`src/accept_pkg.sv`:
```
// Shared constants, field layouts and carrier types of the page accept checker.
package accept_pkg;

	////////////////////////////////////////////////////////////////////////////////
	// Operation selection and widths
	localparam logic [31:0] ACCEPT_LEAF     = 32'h0000_0005;
	localparam int          ADDR_W          = 64;
	localparam int          INFO_W          = 512;
	localparam int          VA_BITS         = 48;
	localparam int          INFO_ALIGN_BITS = 6;
	localparam int          PAGE_ALIGN_BITS = 12;
	localparam logic [11:0] LIMIT_LOW_ONES  = 12'hfff;

	////////////////////////////////////////////////////////////////////////////////
	// Page type encodings
	localparam logic [7:0] REGULAR_PAGE_TYPE        = 8'h01;
	localparam logic [7:0] THREAD_CONTROL_PAGE_TYPE = 8'h02;
	localparam logic [7:0] TRIMMED_PAGE_TYPE        = 8'h04;
	localparam logic [7:0] SHADOW_STACK_FIRST_TYPE  = 8'h05;
	localparam logic [7:0] SHADOW_STACK_REST_TYPE   = 8'h06;

	////////////////////////////////////////////////////////////////////////////////
	// Flag field positions inside the security info block
	localparam int FLAG_R_POS        = 0;
	localparam int FLAG_W_POS        = 1;
	localparam int FLAG_X_POS        = 2;
	localparam int FLAG_PENDING_POS  = 3;
	localparam int FLAG_MODIFIED_POS = 4;
	localparam int FLAG_PR_POS       = 5;
	localparam int FLAG_PT_LSB       = 8;
	// Every bit outside this mask is reserved and must read zero
	localparam logic [INFO_W-1:0] FLAG_MASK = 512'hff3f;

	////////////////////////////////////////////////////////////////////////////////
	// Carrier types
	typedef logic [ADDR_W-1:0] addr_t;

	typedef struct packed {
		logic [7:0] pt;
		logic       permission_restricted_flag;
		logic       modified;
		logic       pending;
		logic       x;
		logic       w;
		logic       r;
	} flags_t;

	typedef struct packed {
		logic       valid;
		logic       r;
		logic       w;
		logic       x;
		logic       pending;
		logic       modified;
		logic       blocked;
		logic       permission_restricted_flag;
		logic [7:0] pt;
		addr_t      owner;
		addr_t      enclave_addr;
	} map_entry_t;

	typedef struct packed {
		logic [63:0] reserved;
		logic        debug_opt_in;
		logic [31:0] current_save_area_index;
		logic [31:0] save_area_count;
		addr_t       async_exit_pointer;
		logic [63:0] state;
		addr_t       prior_shadow_stack_pointer;
		logic [31:0] fs_limit;
		logic [31:0] gs_limit;
	} tcs_t;

	typedef struct packed {
		logic [31:0] leaf;
		addr_t       rbx;
		addr_t       rcx;
		logic        in_enclave;
		logic        mode64;
		logic        locked_operand;
	} request_t;

	typedef struct packed {
		addr_t range_base;
		addr_t range_end;
		addr_t active_enclave_control;
		logic  cap_ss_accept;
		logic  ss_supported;
		logic  wide_mode_attribute;
		logic  tracked;
	} env_t;

	typedef struct packed {
		logic              in_cache;
		logic              granted;
		map_entry_t        entry;
		logic [INFO_W-1:0] info;
		tcs_t              thread_control_structure;
	} answer_t;

	typedef struct packed {
		logic  gp;
		logic  pf;
		logic  flags_clear;
		logic  zf;
		addr_t fault_addr;
		addr_t rax;
	} result_t;

	typedef enum logic [2:0] {
		MK_INFO_MAP,
		MK_INFO_BLOCK,
		MK_DEST_MAP,
		MK_DEST_LOCK,
		MK_DEST_RECHECK,
		MK_TCS_READ,
		MK_DEST_CLEAR,
		MK_DEST_UNLOCK
	} mem_kind_t;

endpackage : accept_pkg

```
`src/accept_reset_sync.sv`:
```
// Two-stage release synchroniser for the asynchronous active-low reset.
`timescale 1ns/100ps
module accept_reset_sync (
	input  wire logic clock,
	input  wire logic nrst,
	output logic      rst_n_sync
);
	logic stage_q;

	// Assert at once, release only after two clean edges
	always_ff @(posedge clock or negedge nrst) begin
		if (!nrst) begin
			stage_q    <= 1'b0;
			rst_n_sync <= 1'b0;
		end else begin
			stage_q    <= 1'b1;
			rst_n_sync <= stage_q;
		end
	end
endmodule : accept_reset_sync

```
`src/addr_check.sv`:
```
// Alignment, linear range and canonical form checks of one operand address.
`timescale 1ns/100ps
module addr_check #(
	parameter int ALIGN_BITS = 6,
	parameter int VA_BITS    = 48
) (
	input  wire accept_pkg::addr_t addr,
	input  wire accept_pkg::addr_t range_base,
	input  wire accept_pkg::addr_t range_end,
	output logic                   misaligned,
	output logic                   out_of_range,
	output logic                   non_canonical
);
	import accept_pkg::*;

	assign misaligned    = |addr[ALIGN_BITS-1:0];
	// Range end is exclusive
	assign out_of_range  = (addr < range_base) || (addr >= range_end);
	assign non_canonical = !((&addr[ADDR_W-1:VA_BITS-1]) || !(|addr[ADDR_W-1:VA_BITS-1]));
endmodule : addr_check

```
`src/enclave_page_accept_check.sv`:
```
// Checking and execution sequencer of the page accept leaf.
// Function
// Software selects the accept operation by loading leaf index 05H before issuing.
// Security info address from RBX, destination page from RCX, error code to RAX.
// Operation allowed only inside an enclave, else general protection fault.
// Security info address not 64-byte aligned gives general protection fault.
// Info address outside enclave range faults; not in page cache gives page fault.
// Info page map entry must be valid, readable, clean, regular, owned, matching.
// Copy 64 info bytes to scratch; nonzero reserved field gives protection fault.
// Destination address not 4-kilobyte aligned gives general protection fault.
// Destination outside range faults; not in page cache gives page fault.
// Without capability bit only two type, pending, modified, restricted combinations pass.
// With capability bit shadow-stack types with pending alone are also accepted.
// Destination entry must be valid, unblocked, of allowed type, owned, else page fault.
// Destination page taken exclusively; already in use gives protection fault.
// After taking page, entry must still be valid and owned, else page fault.
// Address or attribute mismatch sets ZF, mismatch code in RAX, common exit.
// Threads not yet tracked out sets ZF, not-tracked code in RAX, common exit.
// Thread-control request needs zero reserved, opt-in, pointer, state and index below count.
// With shadow stacks, thread-control prior shadow-stack pointer must be zero.
// Non-64-bit enclave needs low twelve limit bits all ones in both segments.
// On success clear pending, modified and restricted bits, clear ZF, zero RAX.
// Common exit clears carry, parity, adjust, overflow and sign flags.
// In 64-bit mode non-canonical or locked memory operands give protection fault.
// Checks run in listed order; the first failing one alone is reported. The code checks R22 right after R3.
`timescale 1ns/100ps
module enclave_page_accept_check #(
	parameter logic [63:0] ATTR_MISMATCH_CODE = 64'h0000_0000_0000_0001,
	parameter logic [63:0] NOT_TRACKED_CODE   = 64'h0000_0000_0000_0002
) (
	input  wire logic                  clock,
	input  wire logic                  nrst,
	input  wire logic                  start,
	input  wire accept_pkg::request_t  req,
	input  wire accept_pkg::env_t      env,
	output logic                       mem_valid,
	output accept_pkg::mem_kind_t      mem_kind,
	output accept_pkg::addr_t          mem_addr,
	input  wire logic                  mem_ready,
	input  wire accept_pkg::answer_t   ans,
	output logic                       busy,
	output logic                       done,
	output accept_pkg::result_t        res
);
	import accept_pkg::*;

	////////////////////////////////////////////////////////////////////////////////
	// State
	typedef enum logic [3:0] {
		ST_IDLE,
		ST_CHK_INFO,
		ST_INFO_MAP,
		ST_INFO_BLK,
		ST_CHK_DEST,
		ST_DEST_MAP,
		ST_LOCK,
		ST_RECHECK,
		ST_TCS_RD,
		ST_CLEAR,
		ST_UNLOCK,
		ST_DONE
	} state_t;

	typedef struct packed {
		state_t  st;
		addr_t   rbx;
		addr_t   rcx;
		logic    in_enclave;
		logic    mode64;
		logic    locked_op;
		flags_t  flags;
		logic    lock_held;
		result_t res;
	} core_t;

	core_t s_q;
	core_t s_d;
	logic  rst_n;
	logic  rbx_mis;
	logic  rbx_oor;
	logic  rbx_nc;
	logic  rcx_mis;
	logic  rcx_oor;
	logic  rcx_nc;

	accept_reset_sync u_reset_sync (
		.clock      (clock),
		.nrst       (nrst),
		.rst_n_sync (rst_n)
	);

	addr_check #(
		.ALIGN_BITS (INFO_ALIGN_BITS),
		.VA_BITS    (VA_BITS)
	) u_info_addr (
		.addr          (s_q.rbx),
		.range_base    (env.range_base),
		.range_end     (env.range_end),
		.misaligned    (rbx_mis),
		.out_of_range  (rbx_oor),
		.non_canonical (rbx_nc)
	);

	addr_check #(
		.ALIGN_BITS (PAGE_ALIGN_BITS),
		.VA_BITS    (VA_BITS)
	) u_dest_addr (
		.addr          (s_q.rcx),
		.range_base    (env.range_base),
		.range_end     (env.range_end),
		.misaligned    (rcx_mis),
		.out_of_range  (rcx_oor),
		.non_canonical (rcx_nc)
	);

	////////////////////////////////////////////////////////////////////////////////
	// Check functions
	function automatic addr_t page_base(input addr_t a);
		page_base = {a[ADDR_W-1:PAGE_ALIGN_BITS], {PAGE_ALIGN_BITS{1'b0}}};
	endfunction : page_base

	function automatic logic combo_legal(input flags_t f, input logic cap);
		logic reg_ok;
		logic tcs_ok;
		logic ss_ok;
		reg_ok = (f.pt == REGULAR_PAGE_TYPE) && !f.modified &&
			(f.permission_restricted_flag || f.pending);
		tcs_ok = ((f.pt == THREAD_CONTROL_PAGE_TYPE) || (f.pt == TRIMMED_PAGE_TYPE)) &&
			!f.permission_restricted_flag && !f.pending && f.modified;
		ss_ok  = ((f.pt == SHADOW_STACK_FIRST_TYPE) || (f.pt == SHADOW_STACK_REST_TYPE)) &&
			f.pending && !f.modified && !f.permission_restricted_flag;
		combo_legal = reg_ok || tcs_ok || (cap && ss_ok);
	endfunction : combo_legal

	function automatic logic dest_type_ok(input logic [7:0] pt);
		dest_type_ok = (pt == REGULAR_PAGE_TYPE) || (pt == THREAD_CONTROL_PAGE_TYPE) ||
			(pt == TRIMMED_PAGE_TYPE) || (pt == SHADOW_STACK_FIRST_TYPE) ||
			(pt == SHADOW_STACK_REST_TYPE);
	endfunction : dest_type_ok

	function automatic logic attr_match(input map_entry_t e, input flags_t f, input addr_t a);
		attr_match = (e.enclave_addr == a) && (e.pending == f.pending) &&
			(e.modified == f.modified) && (e.r == f.r) && (e.w == f.w) &&
			(e.x == f.x) && (e.pt == f.pt);
	endfunction : attr_match

	////////////////////////////////////////////////////////////////////////////////
	// Next state
	always_comb begin
		s_d = s_q;
		case (s_q.st)
			ST_IDLE: begin
				if (start && (req.leaf == ACCEPT_LEAF)) begin
					s_d.rbx        = req.rbx;
					s_d.rcx        = req.rcx;
					s_d.in_enclave = req.in_enclave;
					s_d.mode64     = req.mode64;
					s_d.locked_op  = req.locked_operand;
					s_d.lock_held  = 1'b0;
					s_d.res        = '0;
					s_d.st         = ST_CHK_INFO;
				end
			end
			ST_CHK_INFO: begin
				// Checks are chained so only the earliest failure is reported
				if (!s_q.in_enclave) begin
					s_d.res.gp = 1'b1;
				end else if (s_q.locked_op || (s_q.mode64 && (rbx_nc || rcx_nc))) begin
					s_d.res.gp = 1'b1;
				end else if (rbx_mis) begin
					s_d.res.gp = 1'b1;
				end else if (rbx_oor) begin
					s_d.res.gp = 1'b1;
				end else begin
					s_d.st = ST_INFO_MAP;
				end
			end
			ST_INFO_MAP: begin
				if (mem_ready) begin
					if (!ans.in_cache) begin
						s_d.res.pf         = 1'b1;
						s_d.res.fault_addr = s_q.rbx;
					end else if (!ans.entry.valid || !ans.entry.r || ans.entry.pending ||
						ans.entry.modified || ans.entry.blocked ||
						(ans.entry.pt != REGULAR_PAGE_TYPE) ||
						(ans.entry.owner != env.active_enclave_control) ||
						(ans.entry.enclave_addr != page_base(s_q.rbx))) begin
						s_d.res.pf         = 1'b1;
						s_d.res.fault_addr = s_q.rbx;
					end else begin
						s_d.st = ST_INFO_BLK;
					end
				end
			end
			ST_INFO_BLK: begin
				if (mem_ready) begin
					s_d.flags.r                          = ans.info[FLAG_R_POS];
					s_d.flags.w                          = ans.info[FLAG_W_POS];
					s_d.flags.x                          = ans.info[FLAG_X_POS];
					s_d.flags.pending                    = ans.info[FLAG_PENDING_POS];
					s_d.flags.modified                   = ans.info[FLAG_MODIFIED_POS];
					s_d.flags.permission_restricted_flag = ans.info[FLAG_PR_POS];
					s_d.flags.pt                         = ans.info[FLAG_PT_LSB +: 8];
					if (|(ans.info & ~FLAG_MASK)) begin
						s_d.res.gp = 1'b1;
					end else begin
						s_d.st = ST_CHK_DEST;
					end
				end
			end
			ST_CHK_DEST: begin
				if (rcx_mis) begin
					s_d.res.gp = 1'b1;
				end else if (rcx_oor) begin
					s_d.res.gp = 1'b1;
				end else begin
					s_d.st = ST_DEST_MAP;
				end
			end
			ST_DEST_MAP: begin
				if (mem_ready) begin
					if (!ans.in_cache) begin
						s_d.res.pf         = 1'b1;
						s_d.res.fault_addr = s_q.rcx;
					end else if (!combo_legal(s_q.flags, env.cap_ss_accept)) begin
						s_d.res.gp = 1'b1;
					end else if (!ans.entry.valid || ans.entry.blocked ||
						!dest_type_ok(ans.entry.pt) ||
						(ans.entry.owner != env.active_enclave_control)) begin
						s_d.res.pf         = 1'b1;
						s_d.res.fault_addr = s_q.rcx;
					end else begin
						s_d.st = ST_LOCK;
					end
				end
			end
			ST_LOCK: begin
				if (mem_ready) begin
					if (!ans.granted) begin
						s_d.res.gp = 1'b1;
					end else begin
						s_d.lock_held = 1'b1;
						s_d.st        = ST_RECHECK;
					end
				end
			end
			ST_RECHECK: begin
				if (mem_ready) begin
					// The entry may have changed between the first look and the lock
					if (!ans.entry.valid || (ans.entry.owner != env.active_enclave_control)) begin
						s_d.res.pf         = 1'b1;
						s_d.res.fault_addr = s_q.rcx;
					end else if (!attr_match(ans.entry, s_q.flags, s_q.rcx)) begin
						s_d.res.zf          = 1'b1;
						s_d.res.rax         = ATTR_MISMATCH_CODE;
						s_d.res.flags_clear = 1'b1;
						s_d.st              = ST_UNLOCK;
					end else if (!env.tracked) begin
						s_d.res.zf          = 1'b1;
						s_d.res.rax         = NOT_TRACKED_CODE;
						s_d.res.flags_clear = 1'b1;
						s_d.st              = ST_UNLOCK;
					end else if (s_q.flags.pt == THREAD_CONTROL_PAGE_TYPE) begin
						s_d.st = ST_TCS_RD;
					end else begin
						s_d.st = ST_CLEAR;
					end
				end
			end
			ST_TCS_RD: begin
				if (mem_ready) begin
					if ((|ans.thread_control_structure.reserved) || ans.thread_control_structure.debug_opt_in ||
						(ans.thread_control_structure.current_save_area_index >= ans.thread_control_structure.save_area_count) ||
						(|ans.thread_control_structure.async_exit_pointer) || (|ans.thread_control_structure.state)) begin
						s_d.res.gp = 1'b1;
					end else if (env.ss_supported && (|ans.thread_control_structure.prior_shadow_stack_pointer)) begin
						s_d.res.gp = 1'b1;
					end else if (!env.wide_mode_attribute &&
						((ans.thread_control_structure.fs_limit[11:0] != LIMIT_LOW_ONES) ||
						(ans.thread_control_structure.gs_limit[11:0] != LIMIT_LOW_ONES))) begin
						s_d.res.gp = 1'b1;
					end else begin
						s_d.st = ST_CLEAR;
					end
				end
			end
			ST_CLEAR: begin
				if (mem_ready) begin
					s_d.res.zf          = 1'b0;
					s_d.res.rax         = '0;
					s_d.res.flags_clear = 1'b1;
					s_d.st              = ST_UNLOCK;
				end
			end
			ST_UNLOCK: begin
				if (mem_ready) begin
					s_d.lock_held = 1'b0;
					s_d.st        = ST_DONE;
				end
			end
			ST_DONE: begin
				s_d.st = ST_IDLE;
			end
			default: begin
				s_d.st = ST_IDLE;
			end
		endcase
		// A fresh fault ends the sequence, giving the page back if it was taken
		if ((s_d.res.gp || s_d.res.pf) && !(s_q.res.gp || s_q.res.pf)) begin
			s_d.st = s_q.lock_held ? ST_UNLOCK : ST_DONE;
		end
	end

	always_ff @(posedge clock or negedge rst_n) begin
		if (!rst_n) begin
			s_q <= '0;
		end else begin
			s_q <= s_d;
		end
	end

	////////////////////////////////////////////////////////////////////////////////
	// Access channel and outputs
	always_comb begin
		mem_valid = 1'b1;
		mem_kind  = MK_INFO_MAP;
		mem_addr  = s_q.rcx;
		case (s_q.st)
			ST_INFO_MAP: begin
				mem_addr = page_base(s_q.rbx);
			end
			ST_INFO_BLK: begin
				mem_kind = MK_INFO_BLOCK;
				mem_addr = s_q.rbx;
			end
			ST_DEST_MAP: begin
				mem_kind = MK_DEST_MAP;
			end
			ST_LOCK: begin
				mem_kind = MK_DEST_LOCK;
			end
			ST_RECHECK: begin
				mem_kind = MK_DEST_RECHECK;
			end
			ST_TCS_RD: begin
				mem_kind = MK_TCS_READ;
			end
			ST_CLEAR: begin
				mem_kind = MK_DEST_CLEAR;
			end
			ST_UNLOCK: begin
				mem_kind = MK_DEST_UNLOCK;
			end
			default: begin
				mem_valid = 1'b0;
			end
		endcase
	end

	assign busy = (s_q.st != ST_IDLE);
	assign done = (s_q.st == ST_DONE);
	assign res  = s_q.res;
endmodule : enclave_page_accept_check

```
`config.mk`:
```
export PLATFORM = sky130hd
export DESIGN_NAME = enclave_page_accept_check
export DESIGN_NICKNAME = d
export VERILOG_FILES = /design/src/accept_pkg.sv /design/src/accept_reset_sync.sv /design/src/addr_check.sv /design/src/enclave_page_accept_check.sv
export SDC_FILE = /design/constraint.sdc
export NUM_CORES = 1
export LEC_CHECK = 0
export BUFFER_PORTS_ARGS = -buffer_cell sky130_fd_sc_hd__clkbuf_2
export CORE_AREA = 2 2 620 622
export DETAILED_ROUTE_END_ITERATION = 10
export DIE_AREA = 0 0 622 624
export GPL_TIMING_DRIVEN = 0
export PLACE_DENSITY = 0.31
export SYNTH_ARGS = -nofsm -noshare
export SYNTH_HDL_FRONTEND = slang
export SYNTH_SLANG_ARGS = --single-unit
```
`constraint.sdc`:
```
create_clock -name clock -period 16.3 [get_ports clock]
set_clock_uncertainty 0.05 [all_clocks]
set_input_delay 1.63 -clock clock [delete_from_list [all_inputs] [get_ports clock]]
set_output_delay 1.63 -clock clock [all_outputs]
set_load 0.03 [all_outputs]
```
==> results.yml, run 1 <==
synthesis:
  yosys_warnings: 0
  synth_area_per_cell_um2: 9.31
  synth-edff-count: 0
  ys_async_sr_fraction: 1.00
  synth_top_cell_by_area: "dfrtp_1"
  synth_top_flop_cell: "dfrtp_1"
  synth_top_area_frac: 0.252
  synth_seq_cells: 222
  synth.top_cells.by_area: "dfrtp_1, ha_1, mux2_2, nor4_1, buf_4"
  synth.distinct_cells: 71
  synth-seq-area-share: 0.252
  synth_area_mm2: 0.0221
  netlist_instances: 2371
placed_design:
  dpl_worst_slack_ps: 9420
  post-dp-hpwl_mm: 235
  routabilityCongestion: 0.988
  place_inst: 9000
  portBuffers: 1504
finish:
  fin_cells: 9124
  drive_above_1_share: 0.490
  layout_commonest_cell: "clkbuf_2"
  nets: 5695
  areaGrowthSynthToFinish_pct: 72.7
  nFillCells: 44501
  final_cell_mix: "clkbuf_2, ha_1, nor4_1"
  regArea_mm2: 0.00556
  multi_input_area_mm2: 0.0150
drt:
  drt_iter0_drc: 1484
  routed_wl_mm: 255
  drcViolationCount: 0
  dr.pass1.iters: 5
  vias_per_cell: 2.95
  via_count: 26954
  wl_per_cell_um: 28.0
  ant_nets: 0
die:
  dieArea_mm2: 0.388
  core_area_mm2: 0.381
  die_h_um: 624
  start_util: 0.0579
  ioPinCount: 1608
  std_cell_rows: 227
  fp.dieW_um: 622
setup_path:
  r2r_slack_ps: 10420
  cp_data_arrival_time_ps: 4530
  worstPathRequired_ps: 14620
  cp-end-kind: "output port"
  crit_fanout: 11
  path_class: "flip-flop to output port"
  worst_setup_path_start_kind: "flip-flop"
global_route:
  antenna_found_initial: 151
  overflow: 0
  grt_max_degree: 58
  grt_pass1_wl_mm: 316
  grt_pass1_vias: 28193
  track_usage: 0.127
timing:
  fmax_mhz: 161
  period_needed_ps: 6210
  setup_viol_count_final: 0
  rsz0062_at_grt: "no"
  hold_viol_final: 0
  finalCritPeriodShare: 0.381
  tns_ps: 0
  drv_slew: 0
  worstMarginPinSlew_ps: 1430
  final.setup.worst_slack_ps: 10090
  maxSlewHeadroom: 0.0209
clock_network:
  clk_root_buffer_cell: "clkbuf_16"
  post_cts_buffers: 0
  cts_tree: "done"
  cts_buffers: 39
  clkLatencyLatePin_ps: 690
  clk_path_buf_depth: 3
  ctsHoldBuffers: 0
  cts.sinks: 222
  cts.htree.levels: 2
  post_cts_resized: 0
  path_clk_slew_ps: 60
worst_hold_path:
  min_path_type: "flip-flop to async pin"
power_and_ir_drop:
  leakage_nw: 18.8
  worst_ir_drop_vdd_v: 0.0000705
  power_per_cell_area_mw_per_mm2: 49.4
  total_power_mw: 1.88
run_status:
  violations: "capacitance limit"
  status: "complete, but fails checks"
run:
  drv_cap: 1
power breakdown:
part	internal, mW	leakage, nW	switching, mW
clock	0.522	0.656	0.393
sequential	0.552	3.08	0.00229
combinational	0.182	15.0	0.229
layout make-up:
class                   instances  area share
multi-input cells            1845       0.393
clock buffers                  51      0.0294
inverters                     181      0.0178
plain buffers                 184      0.0325
flip-flops and latches        222       0.146
well taps                    5038       0.165
repair buffers               1530       0.207
diodes                         53     0.00348
clock inverters                20     0.00588
critical path: stages, from the launching register on:
cell and delay, ps:
dfrtp_1 370, clkbuf_1 430, nor2_1 180, nand2_1 870, clkbuf_1 670, clkbuf_1 640, mux2_2 460, clkbuf_2 200
layer usage:
metal,vias up,global-route usage,share of wire
met5,-,0,0.0016
met2,1280,0.225,0.49
met1,13124,0.149,0.40
met3,308,0.0323,0.067
met4,64,0.0376,0.034
li1,12178,-,-
through the flow:
stage | cell area, um2 | hold slack (ps) | util
floorplan | 22300 | 281 | -
global placement | 36100 | 287 | 0.0948
detailed placement | 36600 | 230 | 0.0961
CTS | 38000 | 229 | 0.0996
global route | 38000 | 243 | 0.0998
finish | 38100 | 208 | 0.100
cell families (layout without fill, tap and decap cells):
logic type,Yosys count,after routing,share of synthesized area
AOI/OAI and AO/OA,377,377,0.118
and+or+nand+nor,683,683,0.179
adders and majority gates,286,286,0.162
DFF,222,222,0.252
buffers and inverters,365,1966,0.0868
xor gates and xnor gates,178,178,0.0707
muxes,258,258,0.132
other,2,116,0.000340
final timing paths:
path                                         startpoint                       to  cells past startpoint
worst max-delay path                           s_q[281]             mem_addr[61]                      7
worst min-delay path            u_reset_sync.rst_n_sync                 s_q[155]                      0
worst max register to register                 s_q[150]                 s_q[278]                     11
worst min register to register  u_reset_sync.rst_n_sync                 s_q[155]                      0
max in group asynchronous       u_reset_sync.rst_n_sync                  res[78]                      2
min in group clock                 u_reset_sync.stage_q  u_reset_sync.rst_n_sync                      0
synthesized netlist by cell type, drive strengths merged, types with 61 or more instances:
cell type,count
mux2,258
a21oi,106
dfrtp,222
inv,181
xnor2,69
buf,139
a22o,73
o21ai,61
nand4,129
nor4,255
xor2,109
nand2,95
ha,286
state kept, by name (all words and copies together), names as in the netlist:
name / count
s_q: 150
res: 70
u_reset_sync.rst_n_sync: 1
u_reset_sync.stage_q: 1
(Power assumes the default switching activity.)
==> run 2: changes to the inputs <==
- ABC_AREA: default -> 1
- CORE_AREA: 2 2 620 622 -> 2 2 619 621
- DIE_AREA: 0 0 622 624 -> 0 0 621 623
- PLACE_DENSITY: 0.31 -> 0.32
- clock period: 16.3 -> 6.3 ns (I/O delays scaled with it)
==> results.yml, run 2 <==
synthesis:
  synth_top_cell_by_area: "dfrtp_1"
  synthXorXnorAreaFrac: 0.0327
  yosys_warnings: 0
  yosysMostFrequentCell: "nand2_1"
  synth_area_mm2: 0.0252
  synth_area_per_cell_um2: 6.14
  synth_seq_cells: 222
  synth-edff-count: 0
  ys_async_sr_fraction: 1.00
  synthSimpleGateAreaFrac: 0.336
  synthTopCellsByCount: "nand2_1, nor2_1, inv_1, ha_1, o21ai_0"
  synth_top_flop_cell: "dfrtp_1"
  synth_compound_area_frac: 0.121
  muxShareOfSynthArea: 0.00313
  synth.top_cells.by_area: "dfrtp_1, nand2_1, ha_1, nor2_1, inv_1"
  synth.distinct_cells: 51
  synth_fa_ha_area_frac: 0.142
  synth-seq-area-share: 0.221
  synth_top_area_frac: 0.221
  netlist_instances: 4096
  synth_top_family_by_area: "simple AND/OR/NAND/NOR gates"
finish:
  final_cell_mix: "clkbuf_2, nand2_1, nor2_1"
  layout_commonest_cell: "clkbuf_2"
  fin_util: 0.107
  largest_reg_flops: 150
  regMostFlops: "s_q"
  nets: 7398
  nFillCells: 45166
  areaGrowthSynthToFinish_pct: 62.6
  drive_above_1_share: 0.310
timing:
  tns_ps: 0
  drv_slew: 0
  hold_viol_final: 0
  worstMarginPinSlew_ps: 1360
  finalCritPeriodShare: 0.879
  fmax_mhz: 181
  maxSlewHeadroom: 0.0942
  final.setup.worst_slack_ps: 760
  period_needed_ps: 5540
  setup_viol_count_final: 0
  fin_hold_ws_ps: 141
  rsz0062_at_grt: "no"
drt:
  drt_iter0_drc: 2110
  routed_wl_mm: 254
  wl_per_cell_um: 23.5
  via_count: 32867
  drcViolationCount: 0
  vias_per_cell: 3.04
  dr.pass1.iters: 8
  ant_nets: 0
setup_path:
  path_class: "flip-flop to output port"
  worstReg2RegStart: "s_q[247]"
  worst_setup_path_start_kind: "flip-flop"
  crit_start: "s_q[280]"
  cp_data_arrival_time_ps: 4860
  crit_fanout: 10
  cp-end-kind: "output port"
  worstPathRequired_ps: 5620
global_route:
  antenna_found_initial: 180
  grt_max_degree: 56
  track_usage: 0.127
  grt_pass1_vias: 32872
  grt_pass1_wl_mm: 322
  overflow: 0
placed_design:
  dpl_worst_slack_ps: 1230
  portBuffers: 1503
  post-dp-hpwl_mm: 235
  routabilityCongestion: 0.920
worst_hold_path:
  min_path_type: "input pin to flip-flop"
  holdCritStartpoint: "req[14]"
power_and_ir_drop:
  leakage_nw: 20.8
  power_per_cell_area_mw_per_mm2: 245
  worst_ir_drop_vdd_v: 0.000204
  total_power_mw: 10.0
die:
  dieArea_mm2: 0.387
  fp.dieW_um: 621
  start_util: 0.0661
  core_area_mm2: 0.381
  die_h_um: 623
  std_cell_rows: 227
  ioPinCount: 1608
clock_network:
  cts.sinks: 222
  post_cts_buffers: 0
  cts.htree.levels: 2
  path_clk_slew_ps: 60
  clk_path_buf_depth: 3
  cts_buffers: 37
  cts_tree: "done"
  clkLatencyLatePin_ps: 650
  clk_root_buffer_cell: "clkbuf_16"
run:
  drv_cap: 0
run_status:
  status: "completed"
-- run 2: changes by cell type in the layout (fill, tap and decap cells not counted), sizes merged, moves of 44 or more --
cell | previous run | this run
mux2 | 258 | 7
inv | 184 | 620
a22o | 73 | 0
a21oi | 106 | 150
nand2 | 95 | 1156
o22ai | 3 | 78
nor2 | 54 | 699
nor4 | 255 | 38
o21ai | 61 | 300
xor2 | 109 | 44
-- run 2: layout make-up --
| type | instances | area (um2) | area share |
|---|---|---|---|
| inverters | 620 | 2330 | 0.0569 |
| clock inverters | 23 | 385 | 0.00942 |
| flip-flops and latches | 222 | 5560 | 0.136 |
| clock buffers | 45 | 986 | 0.0241 |
| diodes | 56 | 140 | 0.00343 |
| multi-input cells | 3112 | 16200 | 0.397 |
| well taps | 5038 | 6300 | 0.154 |
| repair buffers | 1510 | 7680 | 0.188 |
| plain buffers | 203 | 1300 | 0.0317 |
-- run 2: cell families after synthesis --
logic type,count (synthesis)
adder cells (fa/ha/maj),286
AND/OR/NAND/NOR,2097
AO/OA/AOI/OAI,565
other,2
buffers and inverters,823
multiplexers,7
XOR/XNOR,94
flip-flops,222
-- run 2: final timing paths --
kind,to,slack (ps),cells past startpoint
min in group asynchronous,u_reset_sync.rst_n_sync,260,2
min reg2reg,s_q[157],300,0
max,mem_addr[44],760,7
max reg2reg,res[75],1960,17
max in group asynchronous,res[108],4740,2
min,s_q[161],140,3
-- run 2: report_power, final --
part / total (mW) / internal (mW) / switching, mW
logic: 5.70 / 1.66 / 4.04
clock network: 2.43 / 1.43 / 0.998
registers: 1.91 / 1.70 / 0.209
total: 10.0 / 4.79 / 5.25
-- run 2: stage by stage --
step                cell area, um2  instances
floorplan                    25400       4157
global placement             39200      10698
detailed placement           39400      10704
CTS                          40800      10773
global route                 40800      10795
finish                       40900      10829
-- run 2: routing by layer --
metal | part of all wire | vias up | global-route usage | wire length (um)
met5 | 0.0017 | - | 0 | 445
met4 | 0.033 | 70 | 0.0405 | 8300
met3 | 0.082 | 350 | 0.0416 | 21000
met2 | 0.46 | 1369 | 0.209 | 117000
met1 | 0.42 | 14952 | 0.155 | 107000
li1 | - | 16126 | - | -
-- run 2: worst max-delay path, cell delays in order, from the launching register on --
cell and delay (ps):
dfrtp_1 450, nor2_1 100, nand2_1 870, clkbuf_1 1060, clkbuf_1 840, nand2_1 100
o21ai_0 430, clkbuf_2 350
-- run 2: what timing repair did --
| action | 4_1_cts | 5_1_grt |
|---|---|---|
| hold endpoints to repair | 2 | 0 |
| resized for setup | 0 | 0 |
| hold buffers | 1 | 0 |
==> run 3: changes to the inputs <==
- RECOVER_POWER: default -> 100
==> results.yml, run 3 (synthesized netlist as in run 2, its figures left out) <==
clock_network:
  clkLatencyLatePin_ps: 650
  cts_buffers: 37
  cts.htree.levels: 2
  cts.sinks: 222
  ctsHoldBuffers: 1
  path_clk_slew_ps: 60
  clk_root_buffer_cell: "clkbuf_16"
  post_cts_resized: 0
  post_cts_buffers: 0
  cts_tree: "done"
  clk_path_buf_depth: 3
die:
  core_area_mm2: 0.381
  std_cell_rows: 227
  ioPinCount: 1608
  start_util: 0.0661
  die_h_um: 623
  dieArea_mm2: 0.387
  fp.dieW_um: 621
drt:
  dr.pass1.iters: 7
  ant_nets: 0
  wl_per_cell_um: 23.5
  vias_per_cell: 3.04
  drcViolationCount: 0
  drt_iter0_drc: 2105
  via_count: 32864
  routed_wl_mm: 255
power_and_ir_drop:
  p_sw_mw: 5.21
  p_comb_frac: 0.560
  power.internal_mw: 4.64
  clkPwrFrac: 0.246
  leakage_nw: 20.2
  switching_share: 0.529
  worst_ir_drop_vdd_v: 0.000203
  power_per_cell_area_mw_per_mm2: 243
  seqPwrFrac: 0.194
run_status:
  violations: "capacitance limit, slew limit"
  status: "complete, but fails checks"
setup_path:
  cpPeakStageDelay_ps: 2080
  worstPathRequired_ps: 6680
  path_class: "input pin to flip-flop"
  worst_setup_path_start_kind: "input pin"
  crit_slowest_cell: "nor2_1"
  reg2reg_depth: 17
  worst_path_most_repeated_cell: "clkbuf_1"
  cp-end-kind: "flip-flop"
  cp_data_arrival_time_ps: 5950
  r2r_end: "res[75]"
  crit_fanout: 10
  crit_chain: "clkbuf_1, nor4_1, and2_0, nand3_1, nor2_1, clkbuf_1, clkbuf_1, o21ai_0"
  r2r_slack_ps: 850
  worstReg2RegStart: "s_q[247]"
finish:
  largest_reg_flops: 150
  final_cell_area_mm2: 0.0406
  fin_cells: 10828
  areaGrowthSynthToFinish_pct: 61.4
  final_cell_mix: "clkbuf_2, nand2_1, nor2_1"
  nets: 7398
  nFillCells: 45238
  layout_commonest_cell: "clkbuf_2"
  regMostFlops: "s_q"
  drive_above_1_share: 0.281
global_route:
  antenna_found_initial: 180
  overflow: 0
  grt_pass1_wl_mm: 322
  grt_max_degree: 56
  grt_pass1_vias: 32872
  track_usage: 0.127
worst_hold_path:
  min_path_type: "input pin to flip-flop"
  hold_end: "s_q[161]"
  worstHoldPathCells: 3
  holdCritStartpoint: "req[14]"
timing:
  hold_viol_final: 0
  maxSlewHeadroom: -1.29
  finalCritPeriodShare: 0.883
  setup_viol_count_final: 0
  fin_hold_ws_ps: 142
  fmax_mhz: 180
  worstMarginPinSlew_ps: 3440
  period_needed_ps: 5570
  drv_slew: 156
  rsz0062_at_grt: "no"
  tns_ps: 0
placed_design:
  post-dp-hpwl_mm: 235
  routabilityCongestion: 0.920
  portBuffers: 1503
  postPlaceCellArea_mm2: 0.0394
  place_inst: 10704
run:
  drv_cap: 6
## run 3: changes by cell type in the layout (fill, tap and decap cells not counted), moves of 2 or more
cell,delta
o21ai_1,-53
buf_2,-16
o21ai_0,+53
nor3_2,-2
buf_16,-2
buf_1,-2
clkbuf_1,+163
clkbuf_2,-142
nor3_1,+2
## run 3: worst max-delay path by stage
stage                                 start            to  cells after the start
finish                             req[145]      s_q[189]                      8
global route                       s_q[247]       res[77]                     17
CTS                                s_q[280]  mem_addr[45]                      7
detailed placement                 req[145]      s_q[193]                      9
global placement    u_reset_sync.rst_n_sync      res[108]                      0
floorplan           u_reset_sync.rst_n_sync        res[0]                      0
## run 3: layout make-up
cell class | count | area [um2] | share of cell area
Tap cell | 5038 | 6300 | 0.155
Clock buffer | 45 | 986 | 0.0243
Timing Repair Buffer | 1510 | 7450 | 0.183
Inverter | 620 | 2330 | 0.0573
Clock inverter | 23 | 385 | 0.00949
Sequential cell | 222 | 5560 | 0.137
Multi-Input combinational cell | 3112 | 16200 | 0.399
Buffer | 203 | 1270 | 0.0313
Antenna cell | 55 | 138 | 0.00339
## run 3: per-stage QoR
stage,setup WS [ps],util,power [mW]
after CTS,733,0.107,10.3
after global routing,402,0.107,10.5
final,734,0.107,9.85
after global placement,-336,0.103,7.75
after detailed placement,1230,0.103,7.76
after floorplan,2600,-,4.86
## run 3: routing by layer
| layer | vias up | global-route usage | part of all wire |
|---|---|---|---|
| met4 | 70 | 0.0405 | 0.034 |
| met1 | 14924 | 0.155 | 0.42 |
| met5 | - | 0 | 0.0018 |
| met3 | 367 | 0.0416 | 0.082 |
| met2 | 1370 | 0.209 | 0.46 |
| li1 | 16133 | - | - |
## run 3: power by group through the flow
stage / combinational, mW / clock [mW] / sequential (mW)
floorplan: 2.99 / 0 / 1.87
global placement: 5.78 / 0 / 1.98
detailed placement: 5.82 / 0 / 1.94
CTS: 5.84 / 2.51 / 1.92
global route: 6.01 / 2.54 / 1.95
finish: 5.51 / 2.42 / 1.91
## run 3: critical path, delay by kind of cell
family / cells / cell delay (ps)
compound gates: 1 / 190
simple gates: 4 / 3100
buf+inv: 3 / 1950
